`config.mk`:
```
export PLATFORM = sky130hd
export DESIGN_NAME = fbi_burst_port
export DESIGN_NICKNAME = d
export VERILOG_FILES = /design/src/fbi_pkg.sv /design/src/fbi_sync2.sv /design/src/fbi_cmd_latch.sv /design/src/fbi_burst_port.sv
export VERILOG_INCLUDE_DIRS = /design/src
export SDC_FILE = /design/constraint.sdc
export NUM_CORES = 1
export LEC_CHECK = 0
export BUFFER_PORTS_ARGS = -buffer_cell sky130_fd_sc_hd__buf_2
export CAP_MARGIN = 20
export CORE_ASPECT_RATIO = 2
export CORE_UTILIZATION = 57
export DETAILED_ROUTE_END_ITERATION = 10
export PLACE_DENSITY = 0.88
export RECOVER_POWER = 100
export SLEW_MARGIN = 5
export SYNTH_ARGS = -nofsm -noshare
export SYNTH_HDL_FRONTEND = slang
export SYNTH_HIERARCHICAL = 1
export SYNTH_SLANG_ARGS = --single-unit
```
`constraint.sdc`:
```
create_clock -name clock_i -period 3.1 [get_ports clock_i]
set_clock_uncertainty 0.2 [all_clocks]
set_input_delay 0.155 -clock clock_i [delete_from_list [all_inputs] [get_ports clock_i]]
set_output_delay 0.155 -clock clock_i [all_outputs]
set_load 0.02 [all_outputs]
```
`src/fbi_regs.svh`:
```
// constants for the flash burst bus interface: widths, burst length and timing counts
// assumes a 250 MHz core clock (4 ns period); times are in ns
`ifndef FBI_REGS_SVH
`define FBI_REGS_SVH
`define FBI_ADDR_W          19
`define FBI_DATA_W          16
`define FBI_BURST_LEN       32
`define FBI_BURST_CNT_W     5
`define FBI_BURST_LAST      5'h1f
`define FBI_CLK_PERIOD_NS   4
`define FBI_INIT_ACCESS_NS  65
`define FBI_BURST_ACCESS_NS 17
// longest times round down, never below one cycle
`define FBI_INIT_ACCESS_CYC  ((`FBI_INIT_ACCESS_NS / `FBI_CLK_PERIOD_NS) < 1 ? 1 : (`FBI_INIT_ACCESS_NS / `FBI_CLK_PERIOD_NS))
`define FBI_BURST_ACCESS_CYC ((`FBI_BURST_ACCESS_NS / `FBI_CLK_PERIOD_NS) < 1 ? 1 : (`FBI_BURST_ACCESS_NS / `FBI_CLK_PERIOD_NS))
// command codes for burst mode enable/disable, written with address 0
`define FBI_CMD_BURST_EN    16'h00a0
`define FBI_CMD_BURST_DIS   16'h00a1
`endif

```
`src/fbi_pkg.sv`:
```
// types shared by the flash burst bus interface
// assumes fbi_regs.svh supplies the numeric constants
package fbi_pkg;
  typedef enum logic [1:0] {
    FBI_ASYNC,   // conventional array read mode
    FBI_IDLE,    // burst mode, no burst loaded
    FBI_WAIT,    // initial or burst access delay running
    FBI_VALID    // word valid and held
  } fbi_state_t;
endpackage

```
`src/fbi_sync2.sv`:
```
// two-flop synchroniser for a bus of pin inputs
// assumes the inputs are asynchronous to clock_i
`timescale 1ns/100ps
module fbi_sync2 #(
  parameter int WIDTH = 1,
  parameter logic [WIDTH-1:0] RST_VAL = '0
) (
  input  wire logic             clock_i,
  input  wire logic             sys_rst_i,
  input  wire logic             clk_en_i,
  input  wire logic [WIDTH-1:0] async_i,
  output logic      [WIDTH-1:0] sync_o
);
  logic [WIDTH-1:0] meta_reg;  // first stage, read only by the second stage

  // two stages; the enable freezes both
  always_ff @(posedge clock_i or posedge sys_rst_i) begin
    if (sys_rst_i) begin
      meta_reg <= RST_VAL;
      sync_o   <= RST_VAL;
    end else if (clk_en_i) begin
      meta_reg <= async_i;
      sync_o   <= meta_reg;
    end
  end
endmodule // fbi_sync2

```
`src/fbi_cmd_latch.sv`:
```
// command latch: captures address and data of each host write
// assumes synchronised, active-low strobes; emits a one-cycle command pulse
`timescale 1ns/100ps
`include "fbi_regs.svh"
module fbi_cmd_latch (
  input  wire logic                   clock_i,
  input  wire logic                   sys_rst_i,
  input  wire logic                   clk_en_i,
  input  wire logic                   write_n_i,
  input  wire logic                   chip_sel_n_i,
  input  wire logic                   out_en_n_i,
  input  wire logic [`FBI_ADDR_W-1:0] addr_i,
  input  wire logic [`FBI_DATA_W-1:0] data_i,
  output logic      [`FBI_ADDR_W-1:0] cmd_addr_o,
  output logic      [`FBI_DATA_W-1:0] cmd_data_o,
  output logic                        cmd_valid_o
);
  logic wr_active;  // write cycle in progress
  logic wr_prev;    // previous write state, for the end-of-write edge

  assign wr_active = !write_n_i && !chip_sel_n_i && out_en_n_i;

  // latch address/data while write is active; it is not an addressable location
  always_ff @(posedge clock_i or posedge sys_rst_i) begin
    if (sys_rst_i) begin
      cmd_addr_o <= '0;
      cmd_data_o <= '0;
    end else if (clk_en_i && wr_active) begin
      cmd_addr_o <= addr_i;
      cmd_data_o <= data_i;
    end
  end

  // command is handed on at the rising end of the write strobe
  always_ff @(posedge clock_i or posedge sys_rst_i) begin
    if (sys_rst_i) begin
      wr_prev     <= 1'b0;
      cmd_valid_o <= 1'b0;
    end else if (clk_en_i) begin
      wr_prev     <= wr_active;
      cmd_valid_o <= wr_prev && !wr_active;
    end else begin
      cmd_valid_o <= 1'b0;
    end
  end
endmodule // fbi_cmd_latch

```
`src/fbi_burst_port.sv`:
```
// flash burst bus interface, device side: async read, command writes and the
// linear 32-word burst read engine with load, advance, suspend and wrap
// assumes clock_i is the burst clock at 250 MHz; all pins are synchronised here;
// the array itself is outside and answers array_addr_o with array_data_i next cycle
`timescale 1ns/100ps
`include "fbi_regs.svh"

module fbi_burst_port
  import fbi_pkg::*;
#(
  parameter int INIT_CYC  = `FBI_INIT_ACCESS_CYC,   // initial access delay in cycles
  parameter int BURST_CYC = `FBI_BURST_ACCESS_CYC   // burst access delay in cycles
) (
  input  wire logic                   clock_i,
  input  wire logic                   sys_rst_i,
  input  wire logic                   clk_en_i,
  // pins from the host
  input  wire logic [`FBI_ADDR_W-1:0] word_address_i,
  input  wire logic [`FBI_DATA_W-1:0] data_bus_i,
  output logic      [`FBI_DATA_W-1:0] data_bus_o,
  output logic                        data_bus_oe_n_o,
  input  wire logic                   chip_sel_n_i,
  input  wire logic                   out_en_n_i,
  input  wire logic                   write_en_n_i,
  input  wire logic                   hw_reset_n_i,
  input  wire logic                   burst_start_load_n_i,
  input  wire logic                   burst_step_n_i,
  output logic                        last_word_flag_n_o,
  // array side
  output logic      [`FBI_ADDR_W-1:0] array_addr_o,
  input  wire logic [`FBI_DATA_W-1:0] array_data_i,
  // latched command for the internal state machine
  output logic      [`FBI_ADDR_W-1:0] cmd_addr_o,
  output logic      [`FBI_DATA_W-1:0] cmd_data_o,
  output logic                        cmd_valid_o,
  output logic                        burst_mode_o
);

  localparam int CW = `FBI_BURST_CNT_W;
  // the array answers two edges after the state moves: one for array_addr_o, one
  // for the array's own register; the wait counts them so a short delay never
  // lets a stale word become valid
  localparam int PIPE_CYC = 2;
  localparam int SYNC_W = 2 + `FBI_ADDR_W + `FBI_DATA_W + 4;

  initial begin
    if (INIT_CYC < 1 || INIT_CYC > 253 || BURST_CYC < 1 || BURST_CYC > 253)
      $error("access delays must lie in 1..253 cycles");
  end

  // synchronised pins
  logic [`FBI_ADDR_W-1:0] addr_s;        // word address
  logic [`FBI_DATA_W-1:0] wdata_s;       // write data
  logic                   cs_n_s;        // chip select
  logic                   oe_n_s;        // output enable
  logic                   we_n_s;        // write enable
  logic                   rst_n_s;       // hardware reset pin
  logic                   load_n_s;      // burst start load
  logic                   step_n_s;      // burst step

  // burst engine state
  fbi_state_t             state_reg;     // burst engine state
  logic                   burst_mode_reg;// burst mode enabled by command
  logic [`FBI_ADDR_W-1:0] start_reg;     // burst start word address
  logic [CW-1:0]          count_reg;     // offset from start, wraps at 32
  logic [7:0]             delay_reg;     // access delay countdown
  logic [`FBI_DATA_W-1:0] word_reg;      // word held for output
  logic                   word_ok_reg;   // word_reg holds a valid word
  logic                   load_evt;      // load taken this edge
  logic                   step_evt;      // step taken this edge

  // all host pins are asynchronous to clock_i, enables included
  fbi_sync2 #(
    .WIDTH   (SYNC_W),
    .RST_VAL ({2'b11, {(`FBI_ADDR_W + `FBI_DATA_W){1'b0}}, 4'hf})
  ) u_sync (
    .clock_i   (clock_i),
    .sys_rst_i (sys_rst_i),
    .clk_en_i  (clk_en_i),
    .async_i   ({chip_sel_n_i, out_en_n_i, word_address_i, data_bus_i,
                 write_en_n_i, hw_reset_n_i, burst_start_load_n_i, burst_step_n_i}),
    .sync_o    ({cs_n_s, oe_n_s, addr_s, wdata_s, we_n_s, rst_n_s, load_n_s, step_n_s})
  );

  // command writes latched off the address space
  fbi_cmd_latch u_cmd (
    .clock_i      (clock_i),
    .sys_rst_i    (sys_rst_i),
    .clk_en_i     (clk_en_i),
    .write_n_i    (we_n_s),
    .chip_sel_n_i (cs_n_s),
    .out_en_n_i   (oe_n_s),
    .addr_i       (addr_s),
    .data_i       (wdata_s),
    .cmd_addr_o   (cmd_addr_o),
    .cmd_data_o   (cmd_data_o),
    .cmd_valid_o  (cmd_valid_o)
  );

  // load only with select low, write high and advance high
  assign load_evt = burst_mode_reg && !cs_n_s && we_n_s && !load_n_s && step_n_s;
  // step needs select low and load high; output enable gates only the bus and command writes
  assign step_evt = burst_mode_reg && !cs_n_s && we_n_s && load_n_s && !step_n_s
                    && (state_reg == FBI_VALID);

  // burst mode flag: set and cleared by commands, dropped by the reset pin
  always_ff @(posedge clock_i or posedge sys_rst_i) begin
    if (sys_rst_i) begin
      burst_mode_reg <= 1'b0;
    end else if (clk_en_i) begin
      if (!rst_n_s) begin
        burst_mode_reg <= 1'b0;
      end else if (cmd_valid_o && cmd_data_o == `FBI_CMD_BURST_EN) begin
        burst_mode_reg <= 1'b1;
      end else if (cmd_valid_o && cmd_data_o == `FBI_CMD_BURST_DIS) begin
        burst_mode_reg <= 1'b0;
      end
    end
  end

  // burst engine: load, step with wrap, access delays, terminate
  always_ff @(posedge clock_i or posedge sys_rst_i) begin
    if (sys_rst_i) begin
      state_reg <= FBI_ASYNC;
      start_reg <= '0;
      count_reg <= '0;
      delay_reg <= 8'h00;
    end else if (clk_en_i) begin
      if (!rst_n_s || !burst_mode_reg) begin
        state_reg <= FBI_ASYNC;  // clock, load and advance ignored here
        count_reg <= '0;
      end else if (cs_n_s) begin
        state_reg <= FBI_IDLE;   // select high ends the burst
      end else if (load_evt) begin
        start_reg <= addr_s;
        count_reg <= '0;
        delay_reg <= 8'(INIT_CYC + PIPE_CYC);  // delay plus array pipeline
        state_reg <= FBI_WAIT;
      end else if (step_evt) begin
        count_reg <= count_reg + 1'b1;  // 5-bit counter wraps 31 -> 0
        delay_reg <= 8'(BURST_CYC + PIPE_CYC);  // delay plus array pipeline
        state_reg <= FBI_WAIT;
      end else begin
        case (state_reg)
          FBI_ASYNC: state_reg <= FBI_IDLE;
          FBI_IDLE:  state_reg <= FBI_IDLE;
          FBI_WAIT: begin
            if (delay_reg <= 8'h01) state_reg <= FBI_VALID;
            delay_reg <= delay_reg - 8'h01;
          end
          FBI_VALID: state_reg <= FBI_VALID;  // no step: hold or suspend
          default:   state_reg <= FBI_IDLE;
        endcase
      end
    end
  end

  // array address: burst position in WAIT and VALID, pins in ASYNC and IDLE
  always_ff @(posedge clock_i or posedge sys_rst_i) begin
    if (sys_rst_i) begin
      array_addr_o <= '0;
    end else if (clk_en_i) begin
      if (state_reg == FBI_ASYNC || state_reg == FBI_IDLE)
        array_addr_o <= addr_s;
      else  // upper bits stay with the start word; low five bits wrap
        array_addr_o <= {start_reg[`FBI_ADDR_W-1:CW], CW'(start_reg[CW-1:0] + count_reg)};
    end
  end

  // output word: tracks the array in async mode, frozen once a burst word is valid
  always_ff @(posedge clock_i or posedge sys_rst_i) begin
    if (sys_rst_i) begin
      word_reg    <= '0;
      word_ok_reg <= 1'b0;
    end else if (clk_en_i) begin
      if (state_reg == FBI_ASYNC) begin
        word_reg    <= array_data_i;
        word_ok_reg <= 1'b1;
      end else if (state_reg == FBI_WAIT) begin
        word_reg    <= array_data_i;  // settles before the delay ends
        word_ok_reg <= 1'b0;
      end else if (state_reg == FBI_VALID) begin
        word_ok_reg <= 1'b1;          // held through suspend
      end else begin
        word_ok_reg <= 1'b0;
      end
    end
  end

  // data bus drive and last-word flag
  always_ff @(posedge clock_i or posedge sys_rst_i) begin
    if (sys_rst_i) begin
      data_bus_o         <= '0;
      data_bus_oe_n_o    <= 1'b1;
      last_word_flag_n_o <= 1'b1;
    end else if (clk_en_i) begin
      data_bus_o <= word_reg;  // all 16 lines
      // float on reset, select high, output enable high or write
      data_bus_oe_n_o <= !rst_n_s || cs_n_s || oe_n_s || !we_n_s || !word_ok_reg;
      last_word_flag_n_o <= !(state_reg == FBI_VALID && count_reg == `FBI_BURST_LAST);
    end
  end

  assign burst_mode_o = burst_mode_reg;

endmodule // fbi_burst_port

```
==> flow_summary.toml, run 1 <==
[outcome]
status = "finished, violations left"
violations = "max-capacitance violations, max-slew violations"

[placed_design]
dp_hpwl_mm = 13.0
io_buffers = 133
gp_routability_congestion = 0.839
dp_slack_ps = 863
post_dp_cell_area_sq_um = 9870

[timing]
rsz0062_at_grt = "no"
setup_viol = 0
hold_violations = 0
period_share = 0.823
report.final.slew_viol_count = 87
fmax_ghz = 0.392
worstMarginPinSlew_ps = 2270
finalSetupTns_ps = 0
worst_slack_ps = 549
final.min_clock_period_ps = 2550
slew-limit-headroom = -0.523
holdWs_ps = 225

[global_routing]
grt_max_degree = 68
grt-ovfl-total = 0
track_usage = 0.243
grt_pass1_vias = 6087
antenna_found_initial = 0
grt_pass1_wl_mm = 31.9

[clock_network]
htree_levels = 1
cts_setup_buffers = 0
cts.clk_slew.worst_paths_ps = 70
cts.sink_count = 208
clk_path_buf_depth = 3
cts_buffers = 18
ctsResizeCount = 0
clk_latency_ps = 480
cts_hold_buf = 59
root_buffer = "clkbuf_16"
cts_tree = "yes"

[setup_path]
crit_path_start_kind = "input port"
max_stage_delay_ps = 560
worst_ep_arrival_time_ps = 2710
cp_slowest_cell = "dlygate4sd3_1"
crit_path_end_kind = "flip-flop"
crit_chain = "dlygate4sd3_1, buf_6, nand2_1, or3_1, nor2_4, mux2_2"
crit_required_ps = 3260
crit_type = "input port to flip-flop"
cp_max_fo = 67

[flow_run]
maxCapViolations = 2

[synth]
synth-compound-area-share = 0.0390
ys_seq_area_frac = 0.569
synth_fa_ha_area_frac = 0.0185
synth_top_family_by_area = "multiplexers"
synth_nets = 668
async_flop_share = 1.00
synthCells = 595
synth_warnings = 6
synthSimpleGateAreaFrac = 0.0545
syn_area_sq_um = 9180
ys_ff_latch = 208
synth_mux_area_frac = 0.274
synth_edf_count = 0
synthXorXnorAreaFrac = 0.00381
ys_types = 65
syn_area_per_cell_sq_um = 15.4
ys.flop_type = "dfrtp_1"

[cells_and_area]
syn_to_final_growth_pct = 14.4
nets = 860
antenna_cells = 0
final_core_util = 0.666
stdcell_area_sq_um = 10500
drive_gt1_frac = 0.215

[die]
chipHeight_um = 182
core_sq_um = 15800
dieArea_sq_um = 16700
die_x_um = 91.8
initial_core_util = 0.582
placementRows = 65
ios = 134

[power_and_ir_drop]
power_density_nw_per_um2 = 692
power.leakage_nw = 4.67
ir_drop_mv = 0.622

[drt]
vias = 5450
drt_iter0_drc = 176
wl_mm = 19.2
dr.pass1.iters = 4
vias_per_cell = 5.45
wire_per_inst_um = 19.2
drc = 0
ant_nets = 0

[hold_path]
hold_path_class = "input port to flip-flop"
## cell type report
| cell class | instances | area, sq um |
|---|---|---|
| Clock inverter | 5 | 56.3 |
| Multi-Input combinational cell | 344 | 3140 |
| Fill cell | 1291 | 5270 |
| Clock buffer | 27 | 546 |
| Sequential cell | 208 | 5220 |
| Inverter | 16 | 62.6 |
| Timing Repair Buffer | 199 | 1230 |
| Tap cell | 201 | 251 |
## through the flow
stage / instances / total power [mW]
final: 1000 / 7.27
after global routing: 1000 / 7.59
after CTS: 1000 / 7.68
after detailed placement: 909 / 5.35
after global placement: 909 / 5.26
after floorplan: 595 / 4.74
## cell usage in the layout, fill, tap and decap left out, drive strengths merged, types with 2 or more instances in the layout
master and n:
mux2 168, and3 2, o221ai 2, nor2 33, or4 2, ha 12
o21a 4, nor4 4, mux2i 18, nor4bb 2, nor3b 2, nor3 4
nand3 6, clkbuf 107, dlygate4sd3 59, nor4b 3, a21oi 25, nand4 2
a21o 2, dfstp 14, buf 60, dfrtp 194, nor2b 4, clkinvlp 3
inv 14, nand2 9, or2 2, o21ai 5, xor2 3, a22o 2
clkinv 3, a31oi 3, nand3b 2, o32ai 2
## synthesized netlist by cell type, types with 4 or more instances
cell type	instances	share of area
nor2_1	31	0.013
buf_12	12	0.026
dfstp_2	14	0.040
nand3_1	6	0.0033
mux2_2	49	0.060
clkbuf_1	8	0.0033
o21ai_0	4	0.0022
ha_1	12	0.016
dfrtp_1	194	0.53
o21a_1	4	0.0033
nor4_1	4	0.0027
nor3_1	4	0.0022
inv_1	15	0.0061
a21oi_1	24	0.013
mux2i_1	18	0.020
nand2_1	8	0.0033
nor2b_1	4	0.0027
mux2_4	119	0.19
## where the power goes
group	total (mW)	leakage, nW	internal (mW)	switching, mW
Sequential	3.60	2.50	3.22	0.383
Combinational	1.41	1.88	0.552	0.859
Clock	2.26	0.294	1.31	0.950
Total	7.27	4.67	5.08	2.19
## layer usage
layer  global-route usage  share of wire  vias up
met3               0.0289          0.031       57
met5                    0              0        -
met4                0.109          0.042        0
met1                0.289           0.39     2763
met2                0.436           0.54      135
li1                     -              -     2495
## worst max-delay path: cells and delay by family
family	cells	cell delay, ps
buf+inv	2	1000
mux	1	410
simple gates	3	1120
## final timing paths
kind | startpoint | to | slack, ps | depth (start not counted)
max in group asynchronous | sys_rst_i | data_bus_o[6] | 970 | 3
worst min register to register | word_ok_reg | data_bus_oe_n_o | 240 | 1
worst max-delay path | clk_en_i | start_reg[5] | 550 | 6
worst max register to register | state_reg[0] | word_reg[4] | 660 | 5
worst min-delay path | word_address_i[14] | u_sync/meta_reg[34] | 230 | 3
min in group asynchronous | sys_rst_i | u_sync/sync_o[35] | 360 | 3
## cell families (layout without fill, tap and decap cells)
group           after synthesis  after routing
xor+xnor                      4              4
mux                         186            186
simple gates                 86             86
buf+inv                      43            247
compound gates               55             55
flops                       208            208
fa+ha+maj                    13             13
(Power assumes the default switching activity.)
==> run 2, diff against run 1 <==
--- a/config.mk
+++ b/config.mk
@@ -6,6 +6,7 @@
 export SDC_FILE = /design/constraint.sdc
 export NUM_CORES = 1
 export LEC_CHECK = 0
+export ABC_AREA = 1
 export BUFFER_PORTS_ARGS = -buffer_cell sky130_fd_sc_hd__buf_2
 export CAP_MARGIN = 20
 export CORE_ASPECT_RATIO = 2
==> constraint.sdc (replaced) <==
create_clock -name clock_i -period 2.5 [get_ports clock_i]
set_clock_uncertainty 0.2 [all_clocks]
set_input_delay 0.125 -clock clock_i [delete_from_list [all_inputs] [get_ports clock_i]]
set_output_delay 0.125 -clock clock_i [all_outputs]
set_load 0.02 [all_outputs]
==> flow_summary.toml, run 2 <==
[synth]
yosysTopAreaCell = "dfrtp_1"
syn_area_per_cell_sq_um = 9.00
synth_nets = 1071
synth_warnings = 6
ys_types = 38
ys_ff_latch = 208
ys.flop_type = "dfrtp_1"
async_flop_share = 1.00
syn_area_sq_um = 8980
synth_edf_count = 0
synthCells = 998
ys_seq_area_frac = 0.581
synthTopCellsByCount = "474 x nand2_1, 194 x dfrtp_1, 49 x nor2_1, 37 x nand3_1, 37 x nand4_1"
synthMostInstantiatedCell = "nand2_1"
synth_top_area_share = 0.541
ys_top_cells_by_area = "dfrtp_1 54%, nand2_1 20%, dfstp_2 4.1%, buf_6 2.8%, nand4_1 2.6%"

[clock_network]
htree_levels = 1
cts_setup_buffers = 0
root_buffer = "clkbuf_16"
cts_tree = "yes"
cts.sink_count = 208
cts.clk_slew.worst_paths_ps = 70
cts_hold_buf = 60
ctsResizeCount = 0
cts_buffers = 18
clk_path_buf_depth = 3
clk_latency_ps = 490

[global_routing]
track_usage = 0.272
grt_pass1_wl_mm = 35.6
antenna_found_initial = 0
grt_max_degree = 90
grt-ovfl-total = 0
grt_pass1_vias = 7507

[die]
chipHeight_um = 180
dieArea_sq_um = 16300
ios = 134
placementRows = 64
core_sq_um = 15400
initial_core_util = 0.584
die_x_um = 90.8

[cells_and_area]
stdcell_area_sq_um = 10700
drive_gt1_frac = 0.104
layout_common_cells = "476 x nand2_1, 194 x dfrtp_1, 82 x clkbuf_1"
syn_to_final_growth_pct = 19.1
fillers = 1149
antenna_cells = 0
nets = 1249
layout_commonest_cell = "nand2_1"

[setup_path]
crit_path_end_kind = "flip-flop"
reg2reg_from = "u_sync/sync_o[2]"
crit_type = "flip-flop to flip-flop"
cp_max_fo = 11
crit_path_start_kind = "flip-flop"
worst_ep_arrival_time_ps = 2430
crit_required_ps = 2710
startpoint = "u_sync/sync_o[2]"

[placed_design]
gp_routability_congestion = 0.864
dp_slack_ps = 531
io_buffers = 133
dp_hpwl_mm = 13.3
post_dp_cell_area_sq_um = 9640

[drt]
dr.pass1.iters = 6
wl_met3_mm = 1.01
routedLengthMet1_mm = 7.95
drt_iter0_drc = 564
vias = 7419
drc = 0
ant_nets = 0
wl_met2_mm = 11.7
vias_per_cell = 5.35
top_layer = "met4"
wl_mm = 21.6
wire_per_inst_um = 15.6

[timing]
worst_slack_ps = 280
worstMarginPinSlew_ps = 1180
hold_violations = 0
report.final.slew_viol_count = 0
setup_viol = 0
period_share = 0.888
fmax_ghz = 0.450
rsz0062_at_grt = "no"
slew-limit-headroom = 0.212
finalSetupTns_ps = 0
final.min_clock_period_ps = 2220

[hold_path]
hold_path_class = "input port to flip-flop"
hold_start = "out_en_n_i"

[power_and_ir_drop]
power.leakage_nw = 5.57
ir_drop_mv = 0.654
power_density_nw_per_um2 = 786

[outcome]
status = "finished, final reports clean"

[flow_run]
maxCapViolations = 0
## run 2: cell count changes after synthesis, sizes merged, moves of 21 or more
cell and delta:
buf +21, nand4 +35, nand3 +32, o21ai +35
mux2 -152, nand2 +473
## run 2: critical path: stages (launching register included)
cell	delay (ps)
dfstp_2	560
nand2_1	90
clkinv_2	110
nand2_4	70
nor2_4	230
clkbuf_1	440
nand2_2	150
nand2_4	140
nand2_1	70
o21ai_1	90
## run 2: metal layers
layer | global-route usage | vias to the layer above
met4 | 0.139 | 0
met1 | 0.310 | 3567
li1 | - | 3517
met2 | 0.493 | 268
met3 | 0.0338 | 67
met5 | 0 | -
## run 2: stage by stage
step	util	cells	hold slack, ps	power (mW)
3_3_place_gp	0.627	1294	79.7	5.51
3_5_place_dp	0.627	1294	80.4	5.56
2_1_floorplan	-	998	19.4	5.04
6_report	0.696	1386	174	8.40
5_1_grt	0.696	1386	180	8.75
4_1_cts	0.705	1386	128	8.50
## run 2: cell type report
class                           count  area, sq um  area share
Clock inverter                      5         75.1     0.00702
Tap cell                          198          248      0.0232
Multi-Input combinational cell    706         3220       0.301
Clock buffer                       27          526      0.0491
Inverter                           35          139      0.0130
Sequential cell                   208         5220       0.488
Timing Repair Buffer              207         1270       0.118
## run 2: path summary, 6_finish.rpt
| kind | endpoint | slack [ps] | cells past startpoint |
|---|---|---|---|
| setup reg to reg | delay_reg[1] | 280 | 9 |
| hold reg to reg | u_sync/sync_o[1] | 260 | 2 |
| max in group asynchronous | array_addr_o[13] | 860 | 4 |
| min in group asynchronous | u_cmd/cmd_data_o[13] | 360 | 4 |
| hold / removal | u_sync/meta_reg[39] | 170 | 4 |
| setup / recovery | delay_reg[1] | 280 | 9 |
## run 2: cells by family after synthesis
| logic type | synth area share |
|---|---|
| compound gates | 0.0327 |
| xor+xnor | 0.00488 |
| fa+ha+maj | 0.0189 |
| buf+inv | 0.0582 |
| flops | 0.581 |
| mux | 0.0201 |
| simple gates | 0.284 |
## run 2: power breakdown
part / internal, mW / leakage, nW / total, mW / switching (mW)
logic: 0.425 / 2.68 / 1.38 / 0.955
registers: 3.81 / 2.60 / 4.15 / 0.332
clock network: 1.67 / 0.296 / 2.88 / 1.21
==> run 3, diff against run 2 <==
--- a/config.mk
+++ b/config.mk
@@ -10,9 +10,10 @@
 export BUFFER_PORTS_ARGS = -buffer_cell sky130_fd_sc_hd__buf_2
 export CAP_MARGIN = 20
 export CORE_ASPECT_RATIO = 2
-export CORE_UTILIZATION = 57
+export CORE_UTILIZATION = 59
+export CTS_BUF_LIST = sky130_fd_sc_hd__clkbuf_8
 export DETAILED_ROUTE_END_ITERATION = 10
-export PLACE_DENSITY = 0.88
+export PLACE_DENSITY = 0.9
 export RECOVER_POWER = 100
 export SLEW_MARGIN = 5
 export SYNTH_ARGS = -nofsm -noshare
==> flow_summary.toml, run 3 (synthesis gave the netlist of run 2 again) <==
[outcome]
status = "finished, final reports clean"

[die]
initial_core_util = 0.606
placementRows = 63
die_x_um = 89.2
ios = 134
dieArea_sq_um = 15700
chipHeight_um = 176
core_sq_um = 14800

[power_and_ir_drop]
p_sw_mw = 2.47
power.leakage_nw = 5.60
ir_drop_mv = 0.648
intPower_mw = 5.74
p_clk_frac = 0.328
swShare = 0.301
power_density_nw_per_um2 = 768
power_frac_seq = 0.505
combPwrFrac = 0.167

[setup_path]
cp_common_cell = "nand2_1"
cp_max_fo = 71
reg2reg_from = "u_sync/sync_o[40]"
crit_required_ps = 2760
crit_chain = "dlygate4sd3_1, buf_4, inv_2, clkbuf_2, nand2_1, nand2_1"
rrSetupSlack_ps = 360
cp_slowest_cell = "clkbuf_2"
worst_ep_arrival_time_ps = 2480
crit_type = "input port to flip-flop"
crit_path_start_kind = "input port"
max_stage_delay_ps = 1060
ff2ff_path_depth = 4
cp_top_family = "buffers and inverters"
path_buf_inv = 4
crit_path_end_kind = "flip-flop"
r2r_end = "u_cmd/cmd_data_o[12]"

[drt]
ant_nets = 0
wire_per_inst_um = 15.0
vias = 7427
wl_mm = 21.1
dr.pass1.iters = 5
drc = 0
drt_iter0_drc = 509
vias_per_cell = 5.30

[cells_and_area]
syn_to_final_growth_pct = 19.0
layout_commonest_cell = "nand2_1"
final_cell_count_no_fill = 1401
nets = 1260
stdcell_area_sq_um = 10700
drive_gt1_frac = 0.118
layout_common_cells = "479 x nand2_1, 194 x dfrtp_1, 75 x clkbuf_1"
antenna_cells = 0

[clock_network]
root_buffer = "clkbuf_8"
cts_buffers = 27
cts_setup_buffers = 0
htree_levels = 1
cts.clk_slew.worst_paths_ps = 70
cts_tree = "yes"
cts.sink_count = 208
ctsResizeCount = 0
clk_latency_ps = 530
clk_path_buf_depth = 3

[timing]
slew-limit-headroom = 0.0796
rsz0062_at_grt = "no"
holdWs_ps = 131
worstMarginPinSlew_ps = 1380
setup_viol = 0
period_share = 0.885
report.final.slew_viol_count = 0
hold_violations = 0
fmax_ghz = 0.452
finalSetupTns_ps = 0
final.min_clock_period_ps = 2210

[hold_path]
holdPathEnd = "u_sync/meta_reg[8]"
hold_path_class = "input port to flip-flop"
worstHoldPathCells = 4
hold_start = "data_bus_i[4]"

[flow_run]
maxCapViolations = 0

[global_routing]
grt-ovfl-total = 0
grt_pass1_wl_mm = 34.1
track_usage = 0.278
grt_pass1_vias = 7363
antenna_found_initial = 0
grt_max_degree = 83

[placed_design]
post_dp_cell_area_sq_um = 9660
io_buffers = 133
dpl.cell_count = 1292
gp_routability_congestion = 0.828
dp_hpwl_mm = 13.2
[run 3: area by class of cell]
cell class,instances,area (sq um)
Tap cell,195,244
Sequential cell,208,5220
Multi-Input combinational cell,706,3200
Inverter,35,136
Clock buffer,36,495
Fill cell,1079,4130
Clock inverter,12,108
Timing Repair Buffer,209,1290
[run 3: what timing repair did]
action	in CTS	in global routing
endpoints found under the hold margin	294	0
endpoints found under the setup margin	0	0
hold buffers	61	0
[run 3: worst register-to-register path: cells and delay by family, from the launching register on]
kind,cells,cell delay (ps)
and+or+nand+nor,4,1370
DFF,1,450
[run 3: routing by layer]
metal  vias up  share of wire  wire (um)  track usage
met5         -              0          0            0
met4         0          0.035        731        0.135
met3        56          0.051       1070       0.0332
met2       270           0.55      11500        0.500
met1      3563           0.37       7750        0.318
li1       3538              -          -            -
[run 3: worst max path at each step]
stage / startpoint / endpoint / slack (ps) / cells past startpoint
6_report: clk_en_i / u_sync/meta_reg[4] / 290 / 6
5_1_grt: clk_en_i / u_sync/meta_reg[11] / 190 / 6
4_1_cts: u_sync/sync_o[3] / start_reg[1] / 500 / 7
3_5_place_dp: u_sync/sync_o[3] / start_reg[1] / 540 / 7
3_3_place_gp: u_sync/sync_o[3] / start_reg[1] / 570 / 7
2_1_floorplan: sys_rst_i / u_sync/meta_reg[10] / 90 / 1
[run 3: through the flow]
| stage | util | setup WS, ps | power (mW) |
|---|---|---|---|
| global route | 0.721 | 189 | 8.59 |
| floorplan | - | 86.4 | 5.04 |
| detailed placement | 0.652 | 538 | 5.56 |
| finish | 0.721 | 289 | 8.21 |
| CTS | 0.734 | 498 | 8.33 |
| global placement | 0.652 | 570 | 5.51 |
[run 3: power by group through the flow]
stage          Sequential [mW]  Clock, mW  Combinational, mW
6_report                  4.14       2.69               1.37
3_5_place_dp              4.18          0               1.38
3_3_place_gp              4.17          0               1.34
2_1_floorplan             4.44          0              0.591
5_1_grt                   4.19       2.88               1.52
4_1_cts                   4.13       2.74               1.46
